--- config.mk ---
export PLATFORM = sky130hd
export DESIGN_NAME = rmps_top
export DESIGN_NICKNAME = d
export VERILOG_FILES = /design/src/include/rmps_pkg.sv /design/src/rmps_sync.sv /design/src/rmps_timer.sv /design/src/rmps_top.sv
export SDC_FILE = /design/constraint.sdc
export NUM_CORES = 1
export LEC_CHECK = 0
export BUFFER_PORTS_ARGS = -buffer_cell sky130_fd_sc_hd__buf_2
export CORE_AREA = 2 2 86 88
export DETAILED_ROUTE_END_ITERATION = 6
export DIE_AREA = 0 0 88 90
export MAX_ROUTING_LAYER = met4
export PLACE_DENSITY = 0.81
export RECOVER_POWER = 50
export SYNTH_ARGS = -nofsm -noshare
export SYNTH_HDL_FRONTEND = slang
export SYNTH_SLANG_ARGS = --single-unit
--- constraint.sdc ---
create_clock -name clk -period 3 [get_ports clk]
set_input_delay 0.6 -clock clk [delete_from_list [all_inputs] [get_ports clk]]
set_output_delay 0.6 -clock clk [all_outputs]
set_load 0.05 [all_outputs]
--- src/include/rmps_pkg.sv ---
// constants and types shared by the radio mode and power sequencer
package rmps_pkg;

	// register offsets on the host register port
	localparam logic [7:0] ADDR_PWRUP = 8'h2C; // power-up timing control
	localparam logic [7:0] ADDR_ACTION = 8'h2D; // event action control
	localparam logic [7:0] ADDR_MODE = 8'h2E; // mode and power override

	// field positions
	localparam int PU_SEL_BIT = 4; // powerup_timing_select
	localparam int PU_CODE_LSB = 0; // powerup_timeout_code
	localparam int ACT_TERM_BIT = 7; // rx_timeout_action
	localparam int ACT_UNLOCK_BIT = 5; // rx_unlock_action
	localparam int ACT_BAD_BIT = 4; // rx_bad_packet_action
	localparam int ACT_GOOD_BIT = 3; // rx_good_packet_action
	localparam int ACT_TXD_LSB = 0; // tx_done_action
	localparam int MODE_LSB = 5; // radio_mode_select
	localparam int OVR_LSB = 2; // power override
	localparam int TXF_BIT = 1; // tx_fifo_in_use
	localparam int RXF_BIT = 0; // rx_fifo_in_use

	// reset values and override codes
	localparam logic [3:0] PU_CODE_RST = 4'hA; // 6 ms
	localparam logic [2:0] OVR_RST = 3'h3;
	localparam logic [2:0] OVR_AFTER_TXW = 3'h3; // code 1 turns into this
	localparam logic [2:0] OVR_FORCE_DX = 3'h1; // force supply and xtal

	// radio modes
	typedef enum logic [2:0] {
		MODE_STOP_TX = 3'h0,
		MODE_STOP_RX = 3'h1,
		MODE_TX = 3'h2,
		MODE_RX = 3'h3,
		MODE_CAL_TX_STOP = 3'h4,
		MODE_CAL_RX_STOP = 3'h5,
		MODE_CAL_RX_RX = 3'h6
	} rmps_mode_t;

	// detail codes reported in the stopped modes
	localparam logic [2:0] INFO_OK = 3'h0;
	localparam logic [2:0] INFO_PWRUP_TO = 3'h1;
	localparam logic [2:0] INFO_UNLOCK = 3'h2;
	localparam logic [2:0] INFO_TERM = 3'h4;
	localparam logic [2:0] INFO_BAD_LEN = 3'h5;
	localparam logic [2:0] INFO_BAD_ADDR = 3'h6;
	localparam logic [2:0] INFO_BAD_CRC = 3'h7;

	// tx completion actions
	localparam logic [1:0] TXA_STOP = 2'h0;
	localparam logic [1:0] TXA_RECAL_TX = 2'h1;
	localparam logic [1:0] TXA_RX = 2'h2;
	localparam logic [1:0] TXA_CAL_RX = 2'h3;

	// sequencer states
	typedef enum logic [2:0] {
		S_STOP = 3'b000,
		S_PWRUP = 3'b001,
		S_CAL = 3'b010,
		S_TX = 3'b011,
		S_RX = 3'b100
	} rmps_state_t;

	// where to go once calibration finishes
	typedef enum logic [1:0] {
		AFT_STOP_TX = 2'b00,
		AFT_STOP_RX = 2'b01,
		AFT_TX = 2'b10,
		AFT_RX = 2'b11
	} rmps_after_t;

	// timing: all power-up timeouts are whole multiples of the tick
	localparam int CLK_KHZ = 50000; // 50 MHz system clock
	localparam int TICK_US = 50; // timeout tick in microseconds
	localparam int TICK_CYC = TICK_US * CLK_KHZ / 1000; // 2500 cycles
	localparam int unsigned PU_US [16] = '{200, 250, 400, 500, 750, 1000,
		1500, 2000, 3000, 4000, 6000, 8000, 12000, 16000, 24000, 32000};

	// timeout code to tick count
	function automatic logic [9:0] rmps_pu_ticks(input logic [3:0] code);
		return 10'(PU_US[code] / TICK_US);
	endfunction : rmps_pu_ticks

endpackage : rmps_pkg

--- src/rmps_sync.sv ---
// two-flop synchroniser for asynchronous level inputs
`timescale 1ns/100ps
module rmps_sync #(
	parameter int W = 1 // number of bits
) (
	input wire logic clk, // system clock
	input wire logic rst, // async reset, active high
	input wire logic [W-1:0] d, // asynchronous levels
	output logic [W-1:0] q // synchronised levels
);
	logic [W-1:0] meta_reg; // first stage, read only by second
	logic [W-1:0] meta_next; // first stage next
	logic [W-1:0] q_reg; // second stage
	logic [W-1:0] q_next; // second stage next

	// next values of both stages
	always_comb begin
		meta_next = d;
		q_next = meta_reg;
	end

	// register both stages
	always_ff @(posedge clk or posedge rst) begin
		if (rst) begin
			meta_reg <= '0;
			q_reg <= '0;
		end else begin
			meta_reg <= meta_next;
			q_reg <= q_next;
		end
	end

	assign q = q_reg;
endmodule : rmps_sync

--- src/rmps_timer.sv ---
// power-up timeout timer with a 50 us tick prescaler
`timescale 1ns/100ps
module rmps_timer
	import rmps_pkg::*;
(
	input wire logic clk, // system clock
	input wire logic rst, // async reset, active high
	input wire logic start, // one-cycle pulse, loads ticks
	input wire logic [9:0] ticks, // timeout length in ticks
	output logic expired // level, held until next start
);
	logic [11:0] pre_reg; // prescaler count
	logic [11:0] pre_next;
	logic [9:0] cnt_reg; // ticks left
	logic [9:0] cnt_next;
	logic run_reg; // timer running
	logic run_next;
	logic exp_reg; // timeout reached
	logic exp_next;
	logic tick; // one-cycle tick enable

	assign tick = (pre_reg == 12'(TICK_CYC - 1));

	// prescaler and down counter
	always_comb begin
		pre_next = tick ? 12'h000 : pre_reg + 12'h001;
		cnt_next = cnt_reg;
		run_next = run_reg;
		exp_next = exp_reg;
		if (start) begin // restart from a clean tick
			pre_next = 12'h000;
			cnt_next = ticks;
			run_next = 1'b1;
			exp_next = 1'b0;
		end else if (run_reg && tick) begin // one tick gone
			cnt_next = cnt_reg - 10'h001;
			if (cnt_reg == 10'h001) begin
				run_next = 1'b0;
				exp_next = 1'b1;
			end
		end
	end

	// register timer state
	always_ff @(posedge clk or posedge rst) begin
		if (rst) begin
			pre_reg <= 12'h000;
			cnt_reg <= 10'h000;
			run_reg <= 1'b0;
			exp_reg <= 1'b0;
		end else begin
			pre_reg <= pre_next;
			cnt_reg <= cnt_next;
			run_reg <= run_next;
			exp_reg <= exp_next;
		end
	end

	assign expired = exp_reg;
endmodule : rmps_timer

--- src/rmps_top.sv ---
// radio mode and power sequencer with its three control registers
`timescale 1ns/100ps
module rmps_top
	import rmps_pkg::*;
(
	input wire logic clk, // 50 MHz system clock
	input wire logic rst, // async reset, active high
	input wire logic reg_wr_en, // register write strobe
	input wire logic [7:0] reg_addr, // register offset
	input wire logic [7:0] reg_wdata, // write data
	output logic [7:0] reg_rdata, // read data, one cycle late
	input wire logic pwrup_done_pin, // analog power-up complete
	input wire logic pll_lock_pin, // analog pll lock
	input wire logic rx_term_timeout, // rx termination timeout
	input wire logic rx_bad_len, // bad packet length
	input wire logic rx_bad_addr, // bad packet address
	input wire logic rx_bad_crc, // bad packet crc
	input wire logic rx_good_packet, // packet received ok
	input wire logic tx_done, // transmission complete
	input wire logic cal_done, // calibration finished
	input wire logic tx_fifo_write, // byte written to tx fifo
	input wire logic tx_fifo_nonempty, // tx fifo in use
	input wire logic rx_fifo_nonempty, // rx fifo in use
	output logic [2:0] radio_mode_now, // present radio mode
	output logic [2:0] radio_status_detail, // detail code
	output logic powerup_req, // power-up sequencing wanted
	output logic cal_start, // one-cycle calibration start
	output logic cal_for_rx, // calibration target is rx
	output logic cal_periodic, // periodic recalibration
	output logic tx_active, // transmitting
	output logic rx_active, // receiving
	output logic tx_fifo_flush, // one-cycle tx fifo flush
	output logic rx_fifo_flush, // one-cycle rx fifo flush
	output logic digital_core_supply_en, // digital supply on
	output logic xtal_en, // crystal oscillator on
	output logic pll_en // pll on
);
	// configuration registers
	logic pu_sel_reg, pu_sel_next; // powerup_timing_select
	logic [3:0] pu_code_reg, pu_code_next; // powerup_timeout_code
	logic act_term_reg, act_term_next; // rx_timeout_action
	logic act_unlock_reg, act_unlock_next; // rx_unlock_action
	logic act_bad_reg, act_bad_next; // rx_bad_packet_action
	logic act_good_reg, act_good_next; // rx_good_packet_action
	logic [1:0] act_txd_reg, act_txd_next; // tx_done_action
	logic [2:0] ovr_reg, ovr_next; // power override
	// sequencer state
	rmps_state_t state_reg, state_next;
	rmps_after_t after_reg, after_next; // target after calibration
	logic [2:0] mode_reg, mode_next; // present mode
	logic [2:0] info_reg, info_next; // detail code
	logic cal_go_reg, cal_go_next; // calibration start pulse
	logic cal_rx_reg, cal_rx_next; // calibration for rx
	logic cal_per_reg, cal_per_next; // periodic recalibration
	logic txfl_reg, txfl_next; // tx flush pulse
	logic rxfl_reg, rxfl_next; // rx flush pulse
	// outputs from flops
	logic dsup_reg, dsup_next;
	logic xtal_reg, xtal_next;
	logic pll_reg, pll_next;
	logic [7:0] rdata_reg, rdata_next;
	// internal
	logic [1:0] sync_q; // synchronised pins
	logic pwr_done_s; // power-up complete, synchronised
	logic lock_s; // pll lock, synchronised
	logic tmr_start; // start power-up timer
	logic tmr_exp; // power-up timeout reached
	logic wr_pu, wr_act, wr_mode; // register write decodes
	logic [2:0] cmd_mode; // written mode code
	logic bad_any; // any bad packet event
	logic fifo_any; // either fifo holds data
	logic int_req; // internal functions want power

	// asynchronous analog status passes two flops
	rmps_sync #(.W(2)) u_sync (
		.clk(clk),
		.rst(rst),
		.d({pll_lock_pin, pwrup_done_pin}),
		.q(sync_q)
	);
	assign pwr_done_s = sync_q[0];
	assign lock_s = sync_q[1];

	// power-up timeout timer
	rmps_timer u_timer (
		.clk(clk),
		.rst(rst),
		.start(tmr_start),
		.ticks(rmps_pu_ticks(pu_code_reg)),
		.expired(tmr_exp)
	);

	assign wr_pu = reg_wr_en && (reg_addr == ADDR_PWRUP);
	assign wr_act = reg_wr_en && (reg_addr == ADDR_ACTION);
	assign wr_mode = reg_wr_en && (reg_addr == ADDR_MODE);
	assign cmd_mode = reg_wdata[MODE_LSB +: 3];
	assign bad_any = rx_bad_len || rx_bad_addr || rx_bad_crc;
	assign fifo_any = tx_fifo_nonempty || rx_fifo_nonempty;
	assign int_req = (state_reg != S_STOP);

	// configuration register writes
	always_comb begin
		pu_sel_next = pu_sel_reg;
		pu_code_next = pu_code_reg;
		act_term_next = act_term_reg;
		act_unlock_next = act_unlock_reg;
		act_bad_next = act_bad_reg;
		act_good_next = act_good_reg;
		act_txd_next = act_txd_reg;
		ovr_next = ovr_reg;
		if (wr_pu) begin // unused bits dropped
			pu_sel_next = reg_wdata[PU_SEL_BIT];
			pu_code_next = reg_wdata[PU_CODE_LSB +: 4];
		end
		if (wr_act) begin // bits 6 and 2 dropped
			act_term_next = reg_wdata[ACT_TERM_BIT];
			act_unlock_next = reg_wdata[ACT_UNLOCK_BIT];
			act_bad_next = reg_wdata[ACT_BAD_BIT];
			act_good_next = reg_wdata[ACT_GOOD_BIT];
			act_txd_next = reg_wdata[ACT_TXD_LSB +: 2];
		end
		if (wr_mode) begin
			ovr_next = reg_wdata[OVR_LSB +: 3];
		end
		// hardware change wins over a host write in the same cycle
		if (ovr_reg == OVR_FORCE_DX && tx_fifo_write) begin
			ovr_next = OVR_AFTER_TXW;
		end
	end

	// sequencer next state
	always_comb begin
		state_next = state_reg;
		after_next = after_reg;
		mode_next = mode_reg;
		info_next = info_reg;
		cal_go_next = 1'b0;
		cal_rx_next = cal_rx_reg;
		cal_per_next = cal_per_reg;
		txfl_next = 1'b0;
		rxfl_next = 1'b0;
		tmr_start = 1'b0;
		case (state_reg)
			S_PWRUP: begin
				if ((!pu_sel_reg && pwr_done_s) || (tmr_exp && pwr_done_s)) begin
					case (mode_reg)
						MODE_TX: state_next = S_TX;
						MODE_RX: state_next = S_RX;
						default: begin // calibration modes
							state_next = S_CAL;
							cal_go_next = 1'b1;
							cal_per_next = 1'b0;
							cal_rx_next = (mode_reg != MODE_CAL_TX_STOP);
							if (mode_reg == MODE_CAL_TX_STOP) begin
								after_next = AFT_STOP_TX;
							end else if (mode_reg == MODE_CAL_RX_STOP) begin
								after_next = AFT_STOP_RX;
							end else begin
								after_next = AFT_RX;
							end
						end
					endcase
				end else if (tmr_exp) begin // abort pending mode
					state_next = S_STOP;
					mode_next = (mode_reg == MODE_TX || mode_reg == MODE_CAL_TX_STOP)
						? MODE_STOP_TX : MODE_STOP_RX;
					info_next = INFO_PWRUP_TO;
				end
			end
			S_CAL: begin
				if (cal_done) begin
					case (after_reg)
						AFT_STOP_TX: begin
							state_next = S_STOP;
							mode_next = MODE_STOP_TX;
							info_next = INFO_OK;
						end
						AFT_STOP_RX: begin
							state_next = S_STOP;
							mode_next = MODE_STOP_RX;
							info_next = INFO_OK;
						end
						AFT_TX: begin
							state_next = S_TX;
							mode_next = MODE_TX;
						end
						default: begin
							state_next = S_RX;
							mode_next = MODE_RX;
						end
					endcase
				end
			end
			S_RX: begin
				if (!lock_s || rx_term_timeout) begin
					if ((!lock_s && act_unlock_reg) || (lock_s && act_term_reg)) begin
						rxfl_next = 1'b1;
						state_next = S_CAL;
						cal_go_next = 1'b1;
						cal_rx_next = 1'b1;
						cal_per_next = 1'b0;
						after_next = AFT_RX;
						mode_next = MODE_CAL_RX_RX;
					end else begin // error stop
						state_next = S_STOP;
						mode_next = MODE_STOP_RX;
						info_next = !lock_s ? INFO_UNLOCK : INFO_TERM;
					end
				end else if (bad_any) begin
					if (act_bad_reg) begin
						rxfl_next = 1'b1;
					end else begin
						state_next = S_STOP;
						mode_next = MODE_STOP_RX;
						info_next = rx_bad_crc ? INFO_BAD_CRC
							: (rx_bad_addr ? INFO_BAD_ADDR : INFO_BAD_LEN);
					end
				end else if (rx_good_packet) begin
					if (act_good_reg) begin
						state_next = S_CAL;
						cal_go_next = 1'b1;
						cal_rx_next = 1'b1;
						cal_per_next = 1'b1;
						after_next = AFT_RX;
					end else begin
						state_next = S_STOP;
						mode_next = MODE_STOP_RX;
						info_next = INFO_OK;
					end
				end
			end
			S_TX: begin
				if (tx_done) begin
					case (act_txd_reg)
						TXA_STOP: begin
							state_next = S_STOP;
							mode_next = MODE_STOP_TX;
							info_next = INFO_OK;
						end
						TXA_RECAL_TX: begin
							state_next = S_CAL;
							cal_go_next = 1'b1;
							cal_rx_next = 1'b0;
							cal_per_next = 1'b1;
							after_next = AFT_TX;
						end
						TXA_RX: begin
							state_next = S_RX;
							mode_next = MODE_RX;
						end
						default: begin
							state_next = S_CAL;
							cal_go_next = 1'b1;
							cal_rx_next = 1'b1;
							cal_per_next = 1'b0;
							after_next = AFT_RX;
							mode_next = MODE_CAL_RX_RX;
						end
					endcase
				end
			end
			default: ; // stopped, waits for a host command
		endcase
		if (wr_mode) begin // newest host command wins
			txfl_next = !reg_wdata[TXF_BIT];
			rxfl_next = !reg_wdata[RXF_BIT];
			info_next = INFO_OK;
			cal_go_next = 1'b0;
			if (cmd_mode == MODE_STOP_TX || cmd_mode == MODE_STOP_RX) begin
				state_next = S_STOP;
				mode_next = cmd_mode;
			end else begin // power up first, codes 6 and 7 alike
				state_next = S_PWRUP;
				tmr_start = 1'b1;
				mode_next = (cmd_mode > MODE_CAL_RX_RX) ? MODE_CAL_RX_RX : cmd_mode;
			end
		end
	end

	// power enables and read data
	always_comb begin
		dsup_next = int_req;
		xtal_next = int_req;
		pll_next = int_req && (state_reg != S_PWRUP);
		case (ovr_reg)
			3'h1: begin
				dsup_next = 1'b1;
				xtal_next = 1'b1;
			end
			3'h2: dsup_next = int_req || fifo_any;
			3'h3: begin
				dsup_next = int_req || fifo_any;
				xtal_next = int_req || fifo_any;
			end
			3'h4: dsup_next = 1'b1;
			3'h5: begin
				dsup_next = 1'b1;
				xtal_next = int_req || fifo_any;
			end
			3'h6: begin
				dsup_next = 1'b1;
				xtal_next = 1'b1;
			end
			3'h7: begin
				dsup_next = 1'b1;
				xtal_next = 1'b1;
				pll_next = 1'b1;
			end
			default: ; // code 0 keeps internal requests only
		endcase
		case (reg_addr) // unused bits read zero
			ADDR_PWRUP: rdata_next = {3'h0, pu_sel_reg, pu_code_reg};
			ADDR_ACTION: rdata_next = {act_term_reg, 1'b0, act_unlock_reg,
				act_bad_reg, act_good_reg, 1'b0, act_txd_reg};
			ADDR_MODE: rdata_next = {mode_reg, ovr_reg,
				tx_fifo_nonempty, rx_fifo_nonempty};
			default: rdata_next = 8'h00;
		endcase
	end

	// register all state
	always_ff @(posedge clk or posedge rst) begin
		if (rst) begin
			pu_sel_reg <= 1'b0;
			pu_code_reg <= PU_CODE_RST;
			act_term_reg <= 1'b0;
			act_unlock_reg <= 1'b0;
			act_bad_reg <= 1'b0;
			act_good_reg <= 1'b0;
			act_txd_reg <= TXA_STOP;
			ovr_reg <= OVR_RST;
			state_reg <= S_STOP;
			after_reg <= AFT_STOP_TX;
			mode_reg <= MODE_STOP_TX;
			info_reg <= INFO_OK;
			cal_go_reg <= 1'b0;
			cal_rx_reg <= 1'b0;
			cal_per_reg <= 1'b0;
			txfl_reg <= 1'b0;
			rxfl_reg <= 1'b0;
			dsup_reg <= 1'b0;
			xtal_reg <= 1'b0;
			pll_reg <= 1'b0;
			rdata_reg <= 8'h00;
		end else begin
			pu_sel_reg <= pu_sel_next;
			pu_code_reg <= pu_code_next;
			act_term_reg <= act_term_next;
			act_unlock_reg <= act_unlock_next;
			act_bad_reg <= act_bad_next;
			act_good_reg <= act_good_next;
			act_txd_reg <= act_txd_next;
			ovr_reg <= ovr_next;
			state_reg <= state_next;
			after_reg <= after_next;
			mode_reg <= mode_next;
			info_reg <= info_next;
			cal_go_reg <= cal_go_next;
			cal_rx_reg <= cal_rx_next;
			cal_per_reg <= cal_per_next;
			txfl_reg <= txfl_next;
			rxfl_reg <= rxfl_next;
			dsup_reg <= dsup_next;
			xtal_reg <= xtal_next;
			pll_reg <= pll_next;
			rdata_reg <= rdata_next;
		end
	end

	// outputs
	assign reg_rdata = rdata_reg;
	assign radio_mode_now = mode_reg;
	assign radio_status_detail = info_reg;
	assign powerup_req = (state_reg == S_PWRUP);
	assign cal_start = cal_go_reg;
	assign cal_for_rx = cal_rx_reg;
	assign cal_periodic = cal_per_reg;
	assign tx_active = (state_reg == S_TX);
	assign rx_active = (state_reg == S_RX);
	assign tx_fifo_flush = txfl_reg;
	assign rx_fifo_flush = rxfl_reg;
	assign digital_core_supply_en = dsup_reg;
	assign xtal_en = xtal_reg;
	assign pll_en = pll_reg;

	// checks on the sequencer
	property p_pu_var;
		@(posedge clk) disable iff (rst)
		(state_reg == S_PWRUP && !pu_sel_reg && pwr_done_s && !wr_mode)
		|=> (state_reg != S_PWRUP);
	endproperty
	a_pu_var: assert property (p_pu_var) else $error("no start");
	property p_pu_fix;
		@(posedge clk) disable iff (rst)
		(state_reg == S_PWRUP && pu_sel_reg && !tmr_exp && !wr_mode)
		|=> (state_reg == S_PWRUP);
	endproperty
	a_pu_fix: assert property (p_pu_fix) else $error("early start");
	property p_pu_abort;
		@(posedge clk) disable iff (rst)
		(state_reg == S_PWRUP && tmr_exp && !pwr_done_s && !wr_mode)
		|=> (state_reg == S_STOP && info_reg == INFO_PWRUP_TO);
	endproperty
	a_pu_abort: assert property (p_pu_abort) else $error("no abort");
	property p_unlock_err;
		@(posedge clk) disable iff (rst)
		(rx_active && !lock_s && !act_unlock_reg && !wr_mode)
		|=> (mode_reg == MODE_STOP_RX && info_reg == INFO_UNLOCK);
	endproperty
	a_unlock_err: assert property (p_unlock_err) else $error("unlock");
	property p_term_recal;
		@(posedge clk) disable iff (rst)
		(rx_active && lock_s && rx_term_timeout && act_term_reg && !wr_mode)
		|=> (rx_fifo_flush && cal_start && cal_for_rx);
	endproperty
	a_term_recal: assert property (p_term_recal) else $error("term");
	property p_tx_rx;
		@(posedge clk) disable iff (rst)
		(tx_active && tx_done && act_txd_reg == TXA_RX && !wr_mode)
		|=> (rx_active && mode_reg == MODE_RX);
	endproperty
	a_tx_rx: assert property (p_tx_rx) else $error("tx action");
	property p_ovr_txw;
		@(posedge clk) disable iff (rst)
		(ovr_reg == OVR_FORCE_DX && tx_fifo_write) |=> (ovr_reg == OVR_AFTER_TXW);
	endproperty
	a_ovr_txw: assert property (p_ovr_txw) else $error("override");
	property p_ovr_off;
		@(posedge clk) disable iff (rst)
		(ovr_reg == 3'h0 && state_reg == S_STOP) |=> !digital_core_supply_en;
	endproperty
	a_ovr_off: assert property (p_ovr_off) else $error("supply on");
	property p_flush;
		@(posedge clk) disable iff (rst)
		(wr_mode && !reg_wdata[TXF_BIT]) |=> tx_fifo_flush ##1 !tx_fifo_flush;
	endproperty
	a_flush: assert property (p_flush) else $error("tx flush");
endmodule : rmps_top

==> impl_metrics.json <==
{
  "synth-compound-area-share": 0.144,
  "hold_buffers": 0,
  "holdPathStages": 1,
  "wire_per_inst_um": 16.9,
  "yosysUniqueCellTypes": 71,
  "antenna_left": 0,
  "yosys_register_bits": 68,
  "utilization": 0.636,
  "setup_tns_ps": 0,
  "avgViaCountPerCell": 5.83,
  "reg2reg_depth": 5,
  "rows": 31,
  "cts_buffers": 9,
  "grt_pass1_wl_mm": 15.4,
  "yosysWarningCount": 0,
  "fin_worst_skew_ps": 7.10,
  "drt_iter0_drc": 266,
  "synth-edff-count": 0,
  "grt_overflow_total": 0,
  "htree_levels": 3,
  "post-cts-setup-buffers": 0,
  "route.detailed.drc": 0,
  "areaGrowthSynthToFinish_pct": 14.3,
  "top_level_ports": 56,
  "grt_usage": 0.258,
  "largest_register_ff_count": 12,
  "num_vias": 3213,
  "cts_max_path_buffers": 2,
  "slew_headroom": 0.0754,
  "layout_common_cells": "dfrtp_1 (64), buf_2 (55), nor2_1 (44), a21oi_1 (30), nand2_1 (26)",
  "crit_required_ps": 2400,
  "period_share": 0.862,
  "start_kind": "flop",
  "place_congestion": 0.913,
  "syn-cell-area_um2": 3910,
  "setup_viol": 0,
  "synth_top_area_frac": 0.410,
  "cp_max_fo": 12,
  "grt_max_degree": 26,
  "crit_type": "reg2out",
  "core-area_um2": 7020,
  "status": "finished clean",
  "synth_mux_area_frac": 0.0749,
  "synth_area_leaders": "dfrtp_1 (41%), nor2_1 (4.2%), a21oi_1 (3.8%), mux2_2 (3.7%), xnor2_1 (3.6%)",
  "antenna_cells": 0,
  "vdd_drop_max_mv": 0.431,
  "synthAdderAreaFrac": 0.0128,
  "die_w_um": 88,
  "ys_async_sr_fraction": 1.00,
  "postCtsResizedCells": 0,
  "cts_tree": "built",
  "synth_top_flop_cell": "dfrtp_1",
  "worst_pin_slew_ps": 1390,
  "drive_gt1_frac": 0.259,
  "finalHoldViolations": 0,
  "drv_slew": 0,
  "synth_cells": 394,
  "fmax_ghz": 0.387,
  "yosys.area_share.simple": 0.237,
  "cts.sinks": 68,
  "antenna_found_initial": 0,
  "io_buffers": 55,
  "layout_setup_ws_ps": 413,
  "worstHoldPathType": "in2reg",
  "yosysTopAreaCell": "dfrtp_1",
  "grt_pass1_vias": 3100,
  "rsz0062_at_grt": "no",
  "synth_xor_xnor_area_share": 0.0493,
  "first_pass_iters": 5,
  "clock_latency_ps": 360,
  "worstSetupEndpointType": "output port",
  "power_density_nw_per_um2": 667,
  "leakage_nw": 1.99,
  "worstPathArrival_ps": 1990,
  "hold_ws_ps": 343,
  "clk_pin_slew_ps": 80,
  "syn-num-nets": 429,
  "dp_hpwl_mm": 6.70,
  "place_ws_ps": 748,
  "synth_top_family_by_area": "simple AND/OR/NAND/NOR gates",
  "timing.final.crit_period_ps": 2590,
  "avgSynthCellArea_um2": 9.92,
  "maxCapViolCount": 0,
  "die_y_um": 90,
  "yosysSeqAreaShare": 0.437,
  "nNetsFinal": 482,
  "cts_root_buf": "clkbuf_8",
  "final_common_cell": "dfrtp_1",
  "start_util": 0.557,
  "routed_wl_mm": 9.31,
  "die_area_um2": 7920
}
## kinds of logic after synthesis
| group | after synthesis |
|---|---|
| adder cells (fa/ha/maj) | 4 |
| AND/OR/NAND/NOR | 153 |
| buffers and inverters | 37 |
| multiplexers | 27 |
| XOR/XNOR | 22 |
| flip-flops | 68 |
| AO/OA/AOI/OAI | 83 |
## synthesized netlist by cell type (all sizes together) (2+ instances only)
cell type	instances
and3	6
and4	3
nor3	8
dfstp	4
a311o	2
mux2	15
o31ai	3
nand3	12
o22ai	4
and3b	3
ha	4
a31oi	7
dfrtp	64
clkbuf	14
xor2	6
or3	6
or4	3
nor2b	6
a22oi	4
nor2	44
nor4b	4
nand4	6
xnor2	16
nand3b	2
a21oi	30
o21ai	18
nor4	5
a211oi	3
nand2b	7
a311oi	2
nor3b	3
a21o	2
nand2	26
or3b	2
buf	8
inv	14
mux2i	12
## power by group
| group | leakage [nW] | internal (mW) | switching [mW] |
|---|---|---|---|
| sequential | 0.831 | 1.06 | 0.189 |
| clock | 0.106 | 0.472 | 0.377 |
| combinational | 1.05 | 0.323 | 0.559 |
## through the flow
stage | instances | power, mW | area (µm²)
after floorplan | 394 | 1.92 | 3910
after global placement | 535 | 2.11 | 4270
after detailed placement | 535 | 2.13 | 4270
after CTS | 551 | 2.99 | 4490
after global routing | 551 | 3.12 | 4470
final | 551 | 2.98 | 4470
## area by class of cell
type                    count  area (µm²)
clock buffers               9         124
clock inverters             7        97.6
fillers                   585        2550
inverters                  15        68.8
multi-input cells         289        2010
flip-flops and latches     68        1710
well taps                  99         124
repair buffers             64         335
## critical path: stages (launching register included)
cell	delay [ps]
dfrtp_1	610
or3b_1	610
clkinv_8	140
buf_2	270
## worst paths after layout
path	start	endpoint	slack, ps
max	state_reg[2]	rx_active	410
min reg2reg	u_sync.meta_reg[0]	u_sync.q[0]	350
min in group asynchronous	rst	state_reg[2]	380
min	pwrup_done_pin	u_sync.meta_reg[0]	340
max in group asynchronous	rst	reg_rdata[2]	890
max reg2reg	state_reg[2]	state_reg[0]	720
## routing by layer
metal / up-vias / GRT usage / share of wire
li1: 1518 / - / -
met1: 1560 / 0.336 / 0.43
met2: 108 / 0.389 / 0.48
met3: 27 / 0.0468 / 0.048
met4: 0 / 0.122 / 0.034
met5: - / - / 0
No activity file was read; power rests on OpenSTA's default activity.
